**config.mk**
```make
export PLATFORM = sky130hd
export DESIGN_NAME = sba_regs
export DESIGN_NICKNAME = d
export VERILOG_FILES = /design/src/sba_pkg.sv /design/src/sba_word_fmt.sv /design/src/sba_regs.sv
export SDC_FILE = /design/constraint.sdc
export NUM_CORES = 1
export LEC_CHECK = 0
export BUFFER_PORTS_ARGS = -buffer_cell sky130_fd_sc_hd__buf_4
export CAP_MARGIN = 0
export CORE_ASPECT_RATIO = 1.4
export CORE_MARGIN = 4
export CORE_UTILIZATION = 51
export DETAILED_ROUTE_END_ITERATION = 8
export PLACE_DENSITY = 0.77
export SLEW_MARGIN = 30
export SYNTH_ARGS = -nofsm -noshare
export SYNTH_HDL_FRONTEND = slang
export SYNTH_HIERARCHICAL = 1
export SYNTH_SLANG_ARGS = --single-unit
```
**constraint.sdc**
```tcl
create_clock -name mclk -period 5.7 [get_ports mclk]
set_clock_uncertainty 0.1 [all_clocks]
set_input_delay 0.285 -clock mclk [delete_from_list [all_inputs] [get_ports mclk]]
set_output_delay 0.285 -clock mclk [all_outputs]
set_load 0.05 [all_outputs]
```
**src/sba_pkg.sv**
```systemverilog
// Purpose: Shared constants for the sensor buffer and accumulator register bank.
// Assumes: Byte-wide register port with 8-bit offsets.
// Notes: Offsets, field layouts, reset values and decode codes for sba_regs live here; checks and bench repeat them as literals.
package sba_pkg;

  ////////////////////////////////////////////////////////////////////////////
  // Register offsets
  localparam logic [7:0] OFF_BUFFER_FILL_STATUS = 8'h01;
  localparam logic [7:0] OFF_ACCUMULATION_PROGRESS = 8'h02;
  localparam logic [7:0] OFF_CHAN0_SUM_LOW = 8'h08;
  localparam logic [7:0] OFF_CHAN0_SUM_HIGH = 8'h09;
  localparam logic [7:0] OFF_CHAN1_SUM_LOW = 8'h0a;
  localparam logic [7:0] OFF_CHAN1_SUM_HIGH = 8'h0b;
  localparam logic [7:0] OFF_SEQUENCE_LAUNCH = 8'h1e;
  localparam logic [7:0] OFF_OUTPUT_WORD_LAYOUT_CFG = 8'h28;
  localparam logic [7:0] OFF_BUFFER_CAPTURE_MODE_CFG = 8'h2c;
  localparam logic [7:0] OFF_SUMMING_ENABLE = 8'h30;
  localparam logic [7:0] OFF_PER_CHANNEL_ALERT_ENABLE = 8'h34;
  localparam logic [7:0] OFF_WINDOW_COMPARE_ENABLE_REG = 8'h37;

  ////////////////////////////////////////////////////////////////////////////
  // Field widths and positions
  localparam int CAPTURE_MODE_W = 3;
  localparam int LAYOUT_W = 2;
  localparam int FILL_COUNT_W = 5;
  localparam int SUMMING_CODE_W = 4;
  localparam int ACC_DONE_W = 4;
  localparam int RESULT_W = 12;
  localparam int WORD_W = 16;
  localparam int CHAN_ID_W = 3;
  localparam int SUM_W = 16;
  localparam int ALERT_CHAN0_BIT = 0;
  localparam int ALERT_CHAN1_BIT = 1;
  localparam int LAUNCH_BIT = 0;

  ////////////////////////////////////////////////////////////////////////////
  // Reset values
  localparam logic [2:0] CAPTURE_MODE_RESET = 3'h1;
  localparam logic [1:0] LAYOUT_RESET = 2'h0;
  localparam logic [3:0] SUMMING_CODE_RESET = 4'h0;
  localparam logic [1:0] ALERT_ENABLE_RESET = 2'h0;
  localparam logic WINDOW_COMPARE_RESET = 1'b0;
  localparam logic [4:0] FILL_COUNT_RESET = 5'h00;
  localparam logic [3:0] ACC_DONE_RESET = 4'h0;
  localparam logic [15:0] SUM_RESET = 16'h0000;

  ////////////////////////////////////////////////////////////////////////////
  // Decode codes and limits
  localparam logic [2:0] MODE_STOP_BURST = 3'h0;
  localparam logic [2:0] MODE_START_BURST = 3'h1;
  localparam logic [2:0] MODE_PRE_ALERT = 3'h4;
  localparam logic [2:0] MODE_POST_ALERT = 3'h6;
  localparam logic [1:0] LAYOUT_PLAIN = 2'h0;
  localparam logic [1:0] LAYOUT_WITH_ID = 2'h1;
  localparam logic [1:0] LAYOUT_ID_VALID = 2'h2;
  localparam logic [1:0] LAYOUT_PLAIN_ALT = 2'h3;
  localparam logic [3:0] SUMMING_ON = 4'hf;
  localparam logic [4:0] FILL_COUNT_MAX = 5'h10;
  localparam logic [2:0] CHAN_ID_ZERO = 3'h0;
  localparam logic [2:0] CHAN_ID_ONE = 3'h1;

endpackage

```
**src/sba_word_fmt.sv**
```systemverilog
// Purpose: Packs a 12-bit conversion result into the 16-bit buffered word.
// Assumes: Layout code comes straight from the layout register.
// Notes: Purely combinational; the caller registers the word.
`timescale 1ns/1ps
`default_nettype none
module sba_word_fmt (
  input wire logic [1:0] layout,
  input wire logic [11:0] result,
  input wire logic chan_one,
  input wire logic sample_valid,
  output logic [15:0] word
);

  logic [2:0] chan_id;

  ////////////////////////////////////////////////////////////////////////////
  // Channel identifier, zero or one
  // channel id code
  assign chan_id = chan_one ? sba_pkg::CHAN_ID_ONE : sba_pkg::CHAN_ID_ZERO;

  // Word layout select; the unused codes fall back to the zero-padded form
  always_comb begin
    unique case (layout)
      sba_pkg::LAYOUT_WITH_ID: word = {result, chan_id, 1'b0};
      sba_pkg::LAYOUT_ID_VALID: word = {result, chan_id, sample_valid};
      sba_pkg::LAYOUT_PLAIN, sba_pkg::LAYOUT_PLAIN_ALT: word = {result, 4'h0};
    endcase
  end

endmodule
`default_nettype wire

```
**src/sba_regs.sv**
```systemverilog
// Purpose: Control and status register bank of a two-channel sensor monitor.
// Assumes: The serial controller presents a byte register port on mclk; the
//   converter reports each finished conversion with a one-cycle pulse.
// Notes: Reads return data one cycle after the read strobe, with no side effect.
//   Control fields survive a launch; only status and sums restart from zero.
//   A conversion that meets a clear in the same cycle is dropped.
//
// Operation
// - Capture mode resets to start-burst; 000 stop, 001 start, 100 pre, 110 post.
// - Buffered word is 16 bits, shaped by a 2-bit layout resetting to 00.
// - Layout 00 or 11 gives the 12-bit result then four zeros.
// - Layout 01 appends a 3-bit channel id, 000 channel zero, 001 one.
// - Layout 10 gives result, channel id, then a sample-valid bit.
// - Read-only 5-bit count of filled buffer entries, 0 to 16.
// - Fill count, sums and accumulation count clear on resets or launch.
// - Accumulator runs only with enable code 1111; 0000 default keeps it off.
// - Channel zero sum reads as low byte 08h, high byte 09h.
// - Channel one sum reads as low byte 0Ah, high byte 0Bh.
// - Read-only 4-bit count of accumulations up to last finished conversion.
// - Window comparator enable at 37h, zero off by default, one on.
// - Per-channel alert enable sits at 34h, each channel separate.
// - Reserved bit positions always read as zero.
// - Alert enable bit 1 is channel one, bit 0 channel zero.
`timescale 1ns/1ps
`default_nettype none
module sba_regs (
  input wire logic mclk,
  input wire logic rst,
  input wire logic general_call_reset,
  input wire logic [7:0] reg_addr,
  input wire logic reg_wr,
  input wire logic [7:0] reg_wdata,
  input wire logic reg_rd,
  output logic [7:0] reg_rdata,
  output logic reg_rvalid,
  input wire logic conv_done,
  input wire logic [11:0] conv_result,
  input wire logic conv_chan_one,
  input wire logic conv_sample_valid,
  output logic [15:0] buffer_word,
  output logic buffer_word_valid,
  output logic [2:0] buffer_capture_mode,
  output logic capture_active,
  output logic summing_active,
  output logic window_compare_enable,
  output logic alert_enable_chan0,
  output logic alert_enable_chan1,
  output logic sequence_launch
);

  ////////////////////////////////////////////////////////////////////////////
  // Decode helpers

  // True on a write strobe aimed at one offset
  // Shared by every writable offset and by the launch strobe
  function automatic logic wr_hit(input logic [7:0] addr, input logic wr,
                                  input logic [7:0] off);
    return wr && (addr == off);
  endfunction

  // Capture runs for any mode except stop-burst; the reserved codes also land
  // on the off side, so a stray reserved write parks the buffer rather than
  // starting a capture nobody asked for
  function automatic logic mode_captures(input logic [2:0] mode);
    logic on;
    on = 1'b0;
    unique case (mode)
      sba_pkg::MODE_START_BURST, sba_pkg::MODE_PRE_ALERT,
      sba_pkg::MODE_POST_ALERT: on = 1'b1;
      default: on = 1'b0;
    endcase
    return on;
  endfunction

  ////////////////////////////////////////////////////////////////////////////
  // Declarations
  logic [2:0] capture_mode_reg, capture_mode_next;
  logic [1:0] layout_reg, layout_next;
  logic [3:0] summing_code_reg, summing_code_next;
  logic [1:0] alert_enable_reg, alert_enable_next;
  logic window_compare_reg, window_compare_next;
  logic [4:0] fill_count_reg, fill_count_next;
  logic [3:0] acc_done_reg, acc_done_next;
  logic [15:0] sum0_reg, sum0_next;
  logic [15:0] sum1_reg, sum1_next;
  logic [15:0] word_reg, word_next;
  logic word_valid_reg, word_valid_next;
  logic [7:0] rdata_reg, rdata_next;
  logic rvalid_reg, rvalid_next;
  logic [15:0] packed_word;
  logic launch_hit;
  logic status_clear;
  logic capturing;
  logic summing;
  logic [15:0] addend;

  ////////////////////////////////////////////////////////////////////////////
  // Word packing; done on the raw result so the word is ready for the
  // capture edge with no extra stage
  // 16-bit layout shaping
  sba_word_fmt u_fmt (
    .layout(layout_reg),
    .result(conv_result),
    .chan_one(conv_chan_one),
    .sample_valid(conv_sample_valid),
    .word(packed_word)
  );

  ////////////////////////////////////////////////////////////////////////////
  // Control registers

  // Writable fields; reserved bits are simply never stored, so they read back
  // as zero without any masking in the read mux.
  // Reserved capture and summing codes are stored as written and read back
  // unchanged; keeping them out is left to the host
  always_comb begin
    capture_mode_next = capture_mode_reg;
    layout_next = layout_reg;
    summing_code_next = summing_code_reg;
    alert_enable_next = alert_enable_reg;
    window_compare_next = window_compare_reg;
    if (wr_hit(reg_addr, reg_wr, sba_pkg::OFF_BUFFER_CAPTURE_MODE_CFG)) begin
      capture_mode_next = reg_wdata[sba_pkg::CAPTURE_MODE_W-1:0];
    end
    if (wr_hit(reg_addr, reg_wr, sba_pkg::OFF_OUTPUT_WORD_LAYOUT_CFG)) begin
      layout_next = reg_wdata[sba_pkg::LAYOUT_W-1:0];
    end
    if (wr_hit(reg_addr, reg_wr, sba_pkg::OFF_SUMMING_ENABLE)) begin
      summing_code_next = reg_wdata[sba_pkg::SUMMING_CODE_W-1:0];
    end
    if (wr_hit(reg_addr, reg_wr, sba_pkg::OFF_PER_CHANNEL_ALERT_ENABLE)) begin
      alert_enable_next = {reg_wdata[sba_pkg::ALERT_CHAN1_BIT],
                           reg_wdata[sba_pkg::ALERT_CHAN0_BIT]};
    end
    if (wr_hit(reg_addr, reg_wr, sba_pkg::OFF_WINDOW_COMPARE_ENABLE_REG)) begin
      window_compare_next = reg_wdata[0];
    end
  end

  // Control state; only device reset restores it, launch does not
  // A launch must not undo the set-up the host made just before it
  always_ff @(posedge mclk) begin
    if (rst) begin
      capture_mode_reg <= sba_pkg::CAPTURE_MODE_RESET;
      layout_reg <= sba_pkg::LAYOUT_RESET;
      summing_code_reg <= sba_pkg::SUMMING_CODE_RESET;
      alert_enable_reg <= sba_pkg::ALERT_ENABLE_RESET;
      window_compare_reg <= sba_pkg::WINDOW_COMPARE_RESET;
    end else begin
      capture_mode_reg <= capture_mode_next;
      layout_reg <= layout_next;
      summing_code_reg <= summing_code_next;
      alert_enable_reg <= alert_enable_next;
      window_compare_reg <= window_compare_next;
    end
  end

  ////////////////////////////////////////////////////////////////////////////
  // Capture, fill count and accumulator

  // Launch strobe; a write with bit 0 clear is a no-op
  assign launch_hit = wr_hit(reg_addr, reg_wr, sba_pkg::OFF_SEQUENCE_LAUNCH)
                      && reg_wdata[sba_pkg::LAUNCH_BIT];
  assign status_clear = general_call_reset || launch_hit;
  assign capturing = mode_captures(capture_mode_reg);
  assign summing = (summing_code_reg == sba_pkg::SUMMING_ON);
  assign addend = {4'h0, conv_result};

  // Counts and sums advance per finished conversion; clear takes priority
  // since a launch restarts capture from an empty buffer
  // A conversion with capture off still feeds the accumulator
  always_comb begin
    fill_count_next = fill_count_reg;
    acc_done_next = acc_done_reg;
    sum0_next = sum0_reg;
    sum1_next = sum1_reg;
    word_next = word_reg;
    word_valid_next = 1'b0;
    if (status_clear) begin
      fill_count_next = sba_pkg::FILL_COUNT_RESET;
      acc_done_next = sba_pkg::ACC_DONE_RESET;
      sum0_next = sba_pkg::SUM_RESET;
      sum1_next = sba_pkg::SUM_RESET;
    end else if (conv_done) begin
      if (capturing) begin
        word_next = packed_word;
        word_valid_next = 1'b1;
        if (fill_count_reg != sba_pkg::FILL_COUNT_MAX) begin
          fill_count_next = fill_count_reg + 5'h01;
        end
      end
      if (summing) begin
        acc_done_next = acc_done_reg + 4'h1;
        // Sum wraps at 16 bits; sixteen full-scale results still fit, longer
        // runs without a launch lose the carry, which the host must bear in
        // mind when it reads the two bytes
        if (conv_chan_one) begin
          sum1_next = sum1_reg + addend;
        end else begin
          sum0_next = sum0_reg + addend;
        end
      end
    end
  end

  // Status state; writes from the host never reach these registers
  // read-only writes ignored
  always_ff @(posedge mclk) begin
    if (rst) begin
      fill_count_reg <= sba_pkg::FILL_COUNT_RESET;
      acc_done_reg <= sba_pkg::ACC_DONE_RESET;
      sum0_reg <= sba_pkg::SUM_RESET;
      sum1_reg <= sba_pkg::SUM_RESET;
      word_reg <= 16'h0000;
      word_valid_reg <= 1'b0;
    end else begin
      fill_count_reg <= fill_count_next;
      acc_done_reg <= acc_done_next;
      sum0_reg <= sum0_next;
      sum1_reg <= sum1_next;
      word_reg <= word_next;
      word_valid_reg <= word_valid_next;
    end
  end

  ////////////////////////////////////////////////////////////////////////////
  // Read path

  // Registered read mux; no register changes on a read. A read and a write
  // in one cycle return the value from before the write, since the mux
  // looks at the registers and not at their next values.
  // Idle read data is forced to zero so a stray sample never shows stale data
  always_comb begin
    rdata_next = 8'h00;
    rvalid_next = reg_rd;
    if (reg_rd) begin
      unique case (reg_addr)
        sba_pkg::OFF_BUFFER_FILL_STATUS: rdata_next = {3'h0, fill_count_reg};
        sba_pkg::OFF_ACCUMULATION_PROGRESS: rdata_next = {4'h0, acc_done_reg};
        sba_pkg::OFF_CHAN0_SUM_LOW: rdata_next = sum0_reg[7:0];
        sba_pkg::OFF_CHAN0_SUM_HIGH: rdata_next = sum0_reg[15:8];
        sba_pkg::OFF_CHAN1_SUM_LOW: rdata_next = sum1_reg[7:0];
        sba_pkg::OFF_CHAN1_SUM_HIGH: rdata_next = sum1_reg[15:8];
        sba_pkg::OFF_OUTPUT_WORD_LAYOUT_CFG: rdata_next = {6'h00, layout_reg};
        sba_pkg::OFF_BUFFER_CAPTURE_MODE_CFG: rdata_next = {5'h00, capture_mode_reg};
        sba_pkg::OFF_SUMMING_ENABLE: rdata_next = {4'h0, summing_code_reg};
        sba_pkg::OFF_PER_CHANNEL_ALERT_ENABLE: rdata_next = {6'h00, alert_enable_reg};
        sba_pkg::OFF_WINDOW_COMPARE_ENABLE_REG: rdata_next = {7'h00, window_compare_reg};
        // Write-only launch and unmapped offsets read zero
        default: rdata_next = 8'h00;
      endcase
    end
  end

  // Valid pulse follows the strobe by exactly one edge
  // side-effect free read
  always_ff @(posedge mclk) begin
    if (rst) begin
      rdata_reg <= 8'h00;
      rvalid_reg <= 1'b0;
    end else begin
      rdata_reg <= rdata_next;
      rvalid_reg <= rvalid_next;
    end
  end

  ////////////////////////////////////////////////////////////////////////////
  // Outputs
  assign reg_rdata = rdata_reg;
  assign reg_rvalid = rvalid_reg;
  assign buffer_word = word_reg;
  assign buffer_word_valid = word_valid_reg;
  assign buffer_capture_mode = capture_mode_reg;
  // Decoded enables; one gate after a flop, so they settle well inside a cycle
  assign capture_active = capturing;
  assign summing_active = summing;
  assign window_compare_enable = window_compare_reg;
  assign alert_enable_chan0 = alert_enable_reg[sba_pkg::ALERT_CHAN0_BIT];
  assign alert_enable_chan1 = alert_enable_reg[sba_pkg::ALERT_CHAN1_BIT];
  // Launch pulse forwarded to the sequencer, same cycle as the write
  // Combinational so the sequencer starts on the write edge itself
  assign sequence_launch = launch_hit;

endmodule
`default_nettype wire

```
==> impl_metrics.csv <==
group,metric,value,unit
outcome,status,"finished, final reports clean",
clock_network,insertion_delay,0.34,ns
placed_design,gp_congestion,0.8716,
min_path,hold_class,"primary input to flip-flop",
setup_path,crit_fanout,3,
floorplan,die_w,88.11,um
floorplan,num_io_pins,71,
floorplan,rows,40,
floorplan,start_util,0.5292,
sta,hold_viol_final,0,
grt,antenna_found_initial,0,
setup_path,critPathKind,"flip-flop to flip-flop",
grt,grt_pass1_wl,19110,um
sta,drv_slew,0,
synthesis,synth_cells,521,
synthesis,synth_most_common_cell,"dfxtp_1",
sta,period_needed,2.498,ns
power_and_ir_drop,fin_total_pwr,1309,uW
setup_path,worstSetupEndpointType,"flip-flop",
clock_network,numClockSinks,79,
grt,gr-total-overflow,0,
drt,drt-initial-drc-count,165,
synthesis,synth-edff-count,0,
sta,setup_viol,0,
clock_network,cts_buffers,9,
finish,diodes,0,
setup_path,crit_arrival,2.61,ns
power_and_ir_drop,power_density,243.8,mW/mm^2
drt,vias,4001,
synthesis,ys_dominant_reg_cell,"dfxtp_1",
clock_network,cts_tree,"done",
finish,synthToLayoutAreaGrowth,17.15,%
clock_network,root_buffer,"clkbuf_16",
synthesis,yosysTopAreaCell,"dfxtp_1",
clock_network,ctsResizeCount,0,
synthesis,yosys_warnings,6,
finish,multi_input_area,0.002764,mm^2
floorplan,coreArea,0.008658,mm^2
sta,period_share,0.4382,
sta,max_freq,0.4003,GHz
synthesis,syn_area_per_cell,8.794,um^2
clock_network,h-tree-depth,3,
finish,regArea,0.001582,mm^2
drt,routed_wl,11650,um
sta,slew_headroom,0.4195,
synthesis,async_reset_ff_frac,0,
floorplan,chipHeight,120.2,um
finish,final_nets,633,
grt,grtUsageTotal,0.2316,
placed_design,place_hpwl,8649,um
finish,nFillCells,782,
drt,wl_per_cell,17.18,um
synthesis,synth.distinct_cells,64,
finish,drive_above_1_share,0.1902,
drt,final_antenna_net_count,0,
flow_run,maxCapViolations,0,
synthesis,syn_area,0.004582,mm^2
placed_design,postPlaceCellArea,0.005029,mm^2
synthesis,synthTopCellsByArea,"dfxtp_1, ha_1, mux2i_1",
synthesis,seq_area_frac_synth,0.3452,
finish,final_cell_area,0.005368,mm^2
clock_network,cts_setup_buffers,0,
synthesis,synth_common_cells,"dfxtp_1, nor2_1, nand2_1",
grt,grt_max_degree,41,
floorplan,die-area,0.01059,mm^2
placed_design,io_buffers,66,
grt,grt_pass1_vias,3963,
setup_path,worstSetupStartpointType,"flip-flop",
drt,firstDrtPassIters,4,
setup_path,required,5.81,ns
sta,rsz0062_at_grt,"false",
clock_network,ctsHoldBuffers,0,
drt,avgViaCountPerCell,5.901,
clock_network,clkTransAtPathRegs,0.06,ns
power_and_ir_drop,ir_drop,0.1471,mV
synthesis,synth-seq-cells,79,
power_and_ir_drop,power_leakage,0.002162,uW
synthesis,synth_top_area_frac,0.3452,
drt,drc,0,
sta,timing_worst_slew_pin_value,0.8617,ns
clock_network,clock_path_buffers,2,
sta,setup_tns,0,ns
-- stage by stage --
stage                     hold WS [ns]  setup WS (ns)  cells  utilization
after global routing           0.05569          3.029    678       0.6199
final                          0.05169          3.202    678       0.6199
after detailed placement        0.3767          3.243    661       0.5808
after floorplan                 0.2635          3.572    522            -
after global placement          0.3579          3.246    661       0.5808
after CTS                      0.04426          3.227    677       0.6182
-- cells by family (layout without fill, tap and decap cells) --
kind of cell             after synthesis  after routing  synth area share
other                                  1              2         0.0008184
XOR/XNOR                              30             30           0.05735
flip-flops                            79             79            0.3452
multiplexers                          33             33           0.08929
AND/OR/NAND/NOR                      185            185            0.2026
buffers and inverters                 44             95           0.05243
adder cells (fa/ha/maj)               29             29           0.08247
AO/OA/AOI/OAI                        120            120            0.1699
-- final timing paths --
kind              cells after the start                end                from  slack (ns)
setup reg to reg                      8       sum1_reg[10]         sum1_reg[0]        3.20
setup / recovery                      8       sum1_reg[10]         sum1_reg[0]        3.20
hold reg to reg                       2        sum0_reg[6]         sum0_reg[6]        0.38
hold / removal                        2  buffer_word_valid  general_call_reset        0.05
-- power by group --
group / total [uW] / switching (uW) / internal [uW]
registers: 562 / 3.52 / 558
logic: 130 / 80.2 / 49.5
clock network: 617 / 222 / 395
total: 1310 / 306 / 1000
-- per-layer routing --
metal	up-vias	wire, um	track usage
met5	-	0	0
met4	0	462	0.1191
met3	31	654	0.04464
met2	129	6042	0.4080
met1	1891	4485	0.2575
li1	1950	-	-
-- critical path, stage by stage, from the launching register on --
cell and delay (ns):
dfxtp_1 0.35, ha_1 0.23, fa_1 0.45, a211oi_1 0.38, o21bai_1 0.18, o2111ai_1 0.32
nand2_1 0.11, xnor2_1 0.15, o22ai_1 0.09
-- cell type report --
class / instances / share of cell area
clock inverters: 5 / 0.01515
multi-input cells: 399 / 0.5149
well taps: 105 / 0.02448
repair buffers: 70 / 0.09930
clock buffers: 11 / 0.04522
flip-flops and latches: 79 / 0.2946
inverters: 9 / 0.006294
-- placed cells by master (no fill, tap or decap), types with 10 or more instances in the layout --
cell,n
nand3_1,16
o21ai_0,20
a21oi_1,42
xnor2_1,20
nor2_1,59
nand2_1,56
mux2i_1,24
buf_4,69
a211oi_1,12
xor2_1,10
ha_1,27
dfxtp_1,79
(Power assumes the default switching activity.)
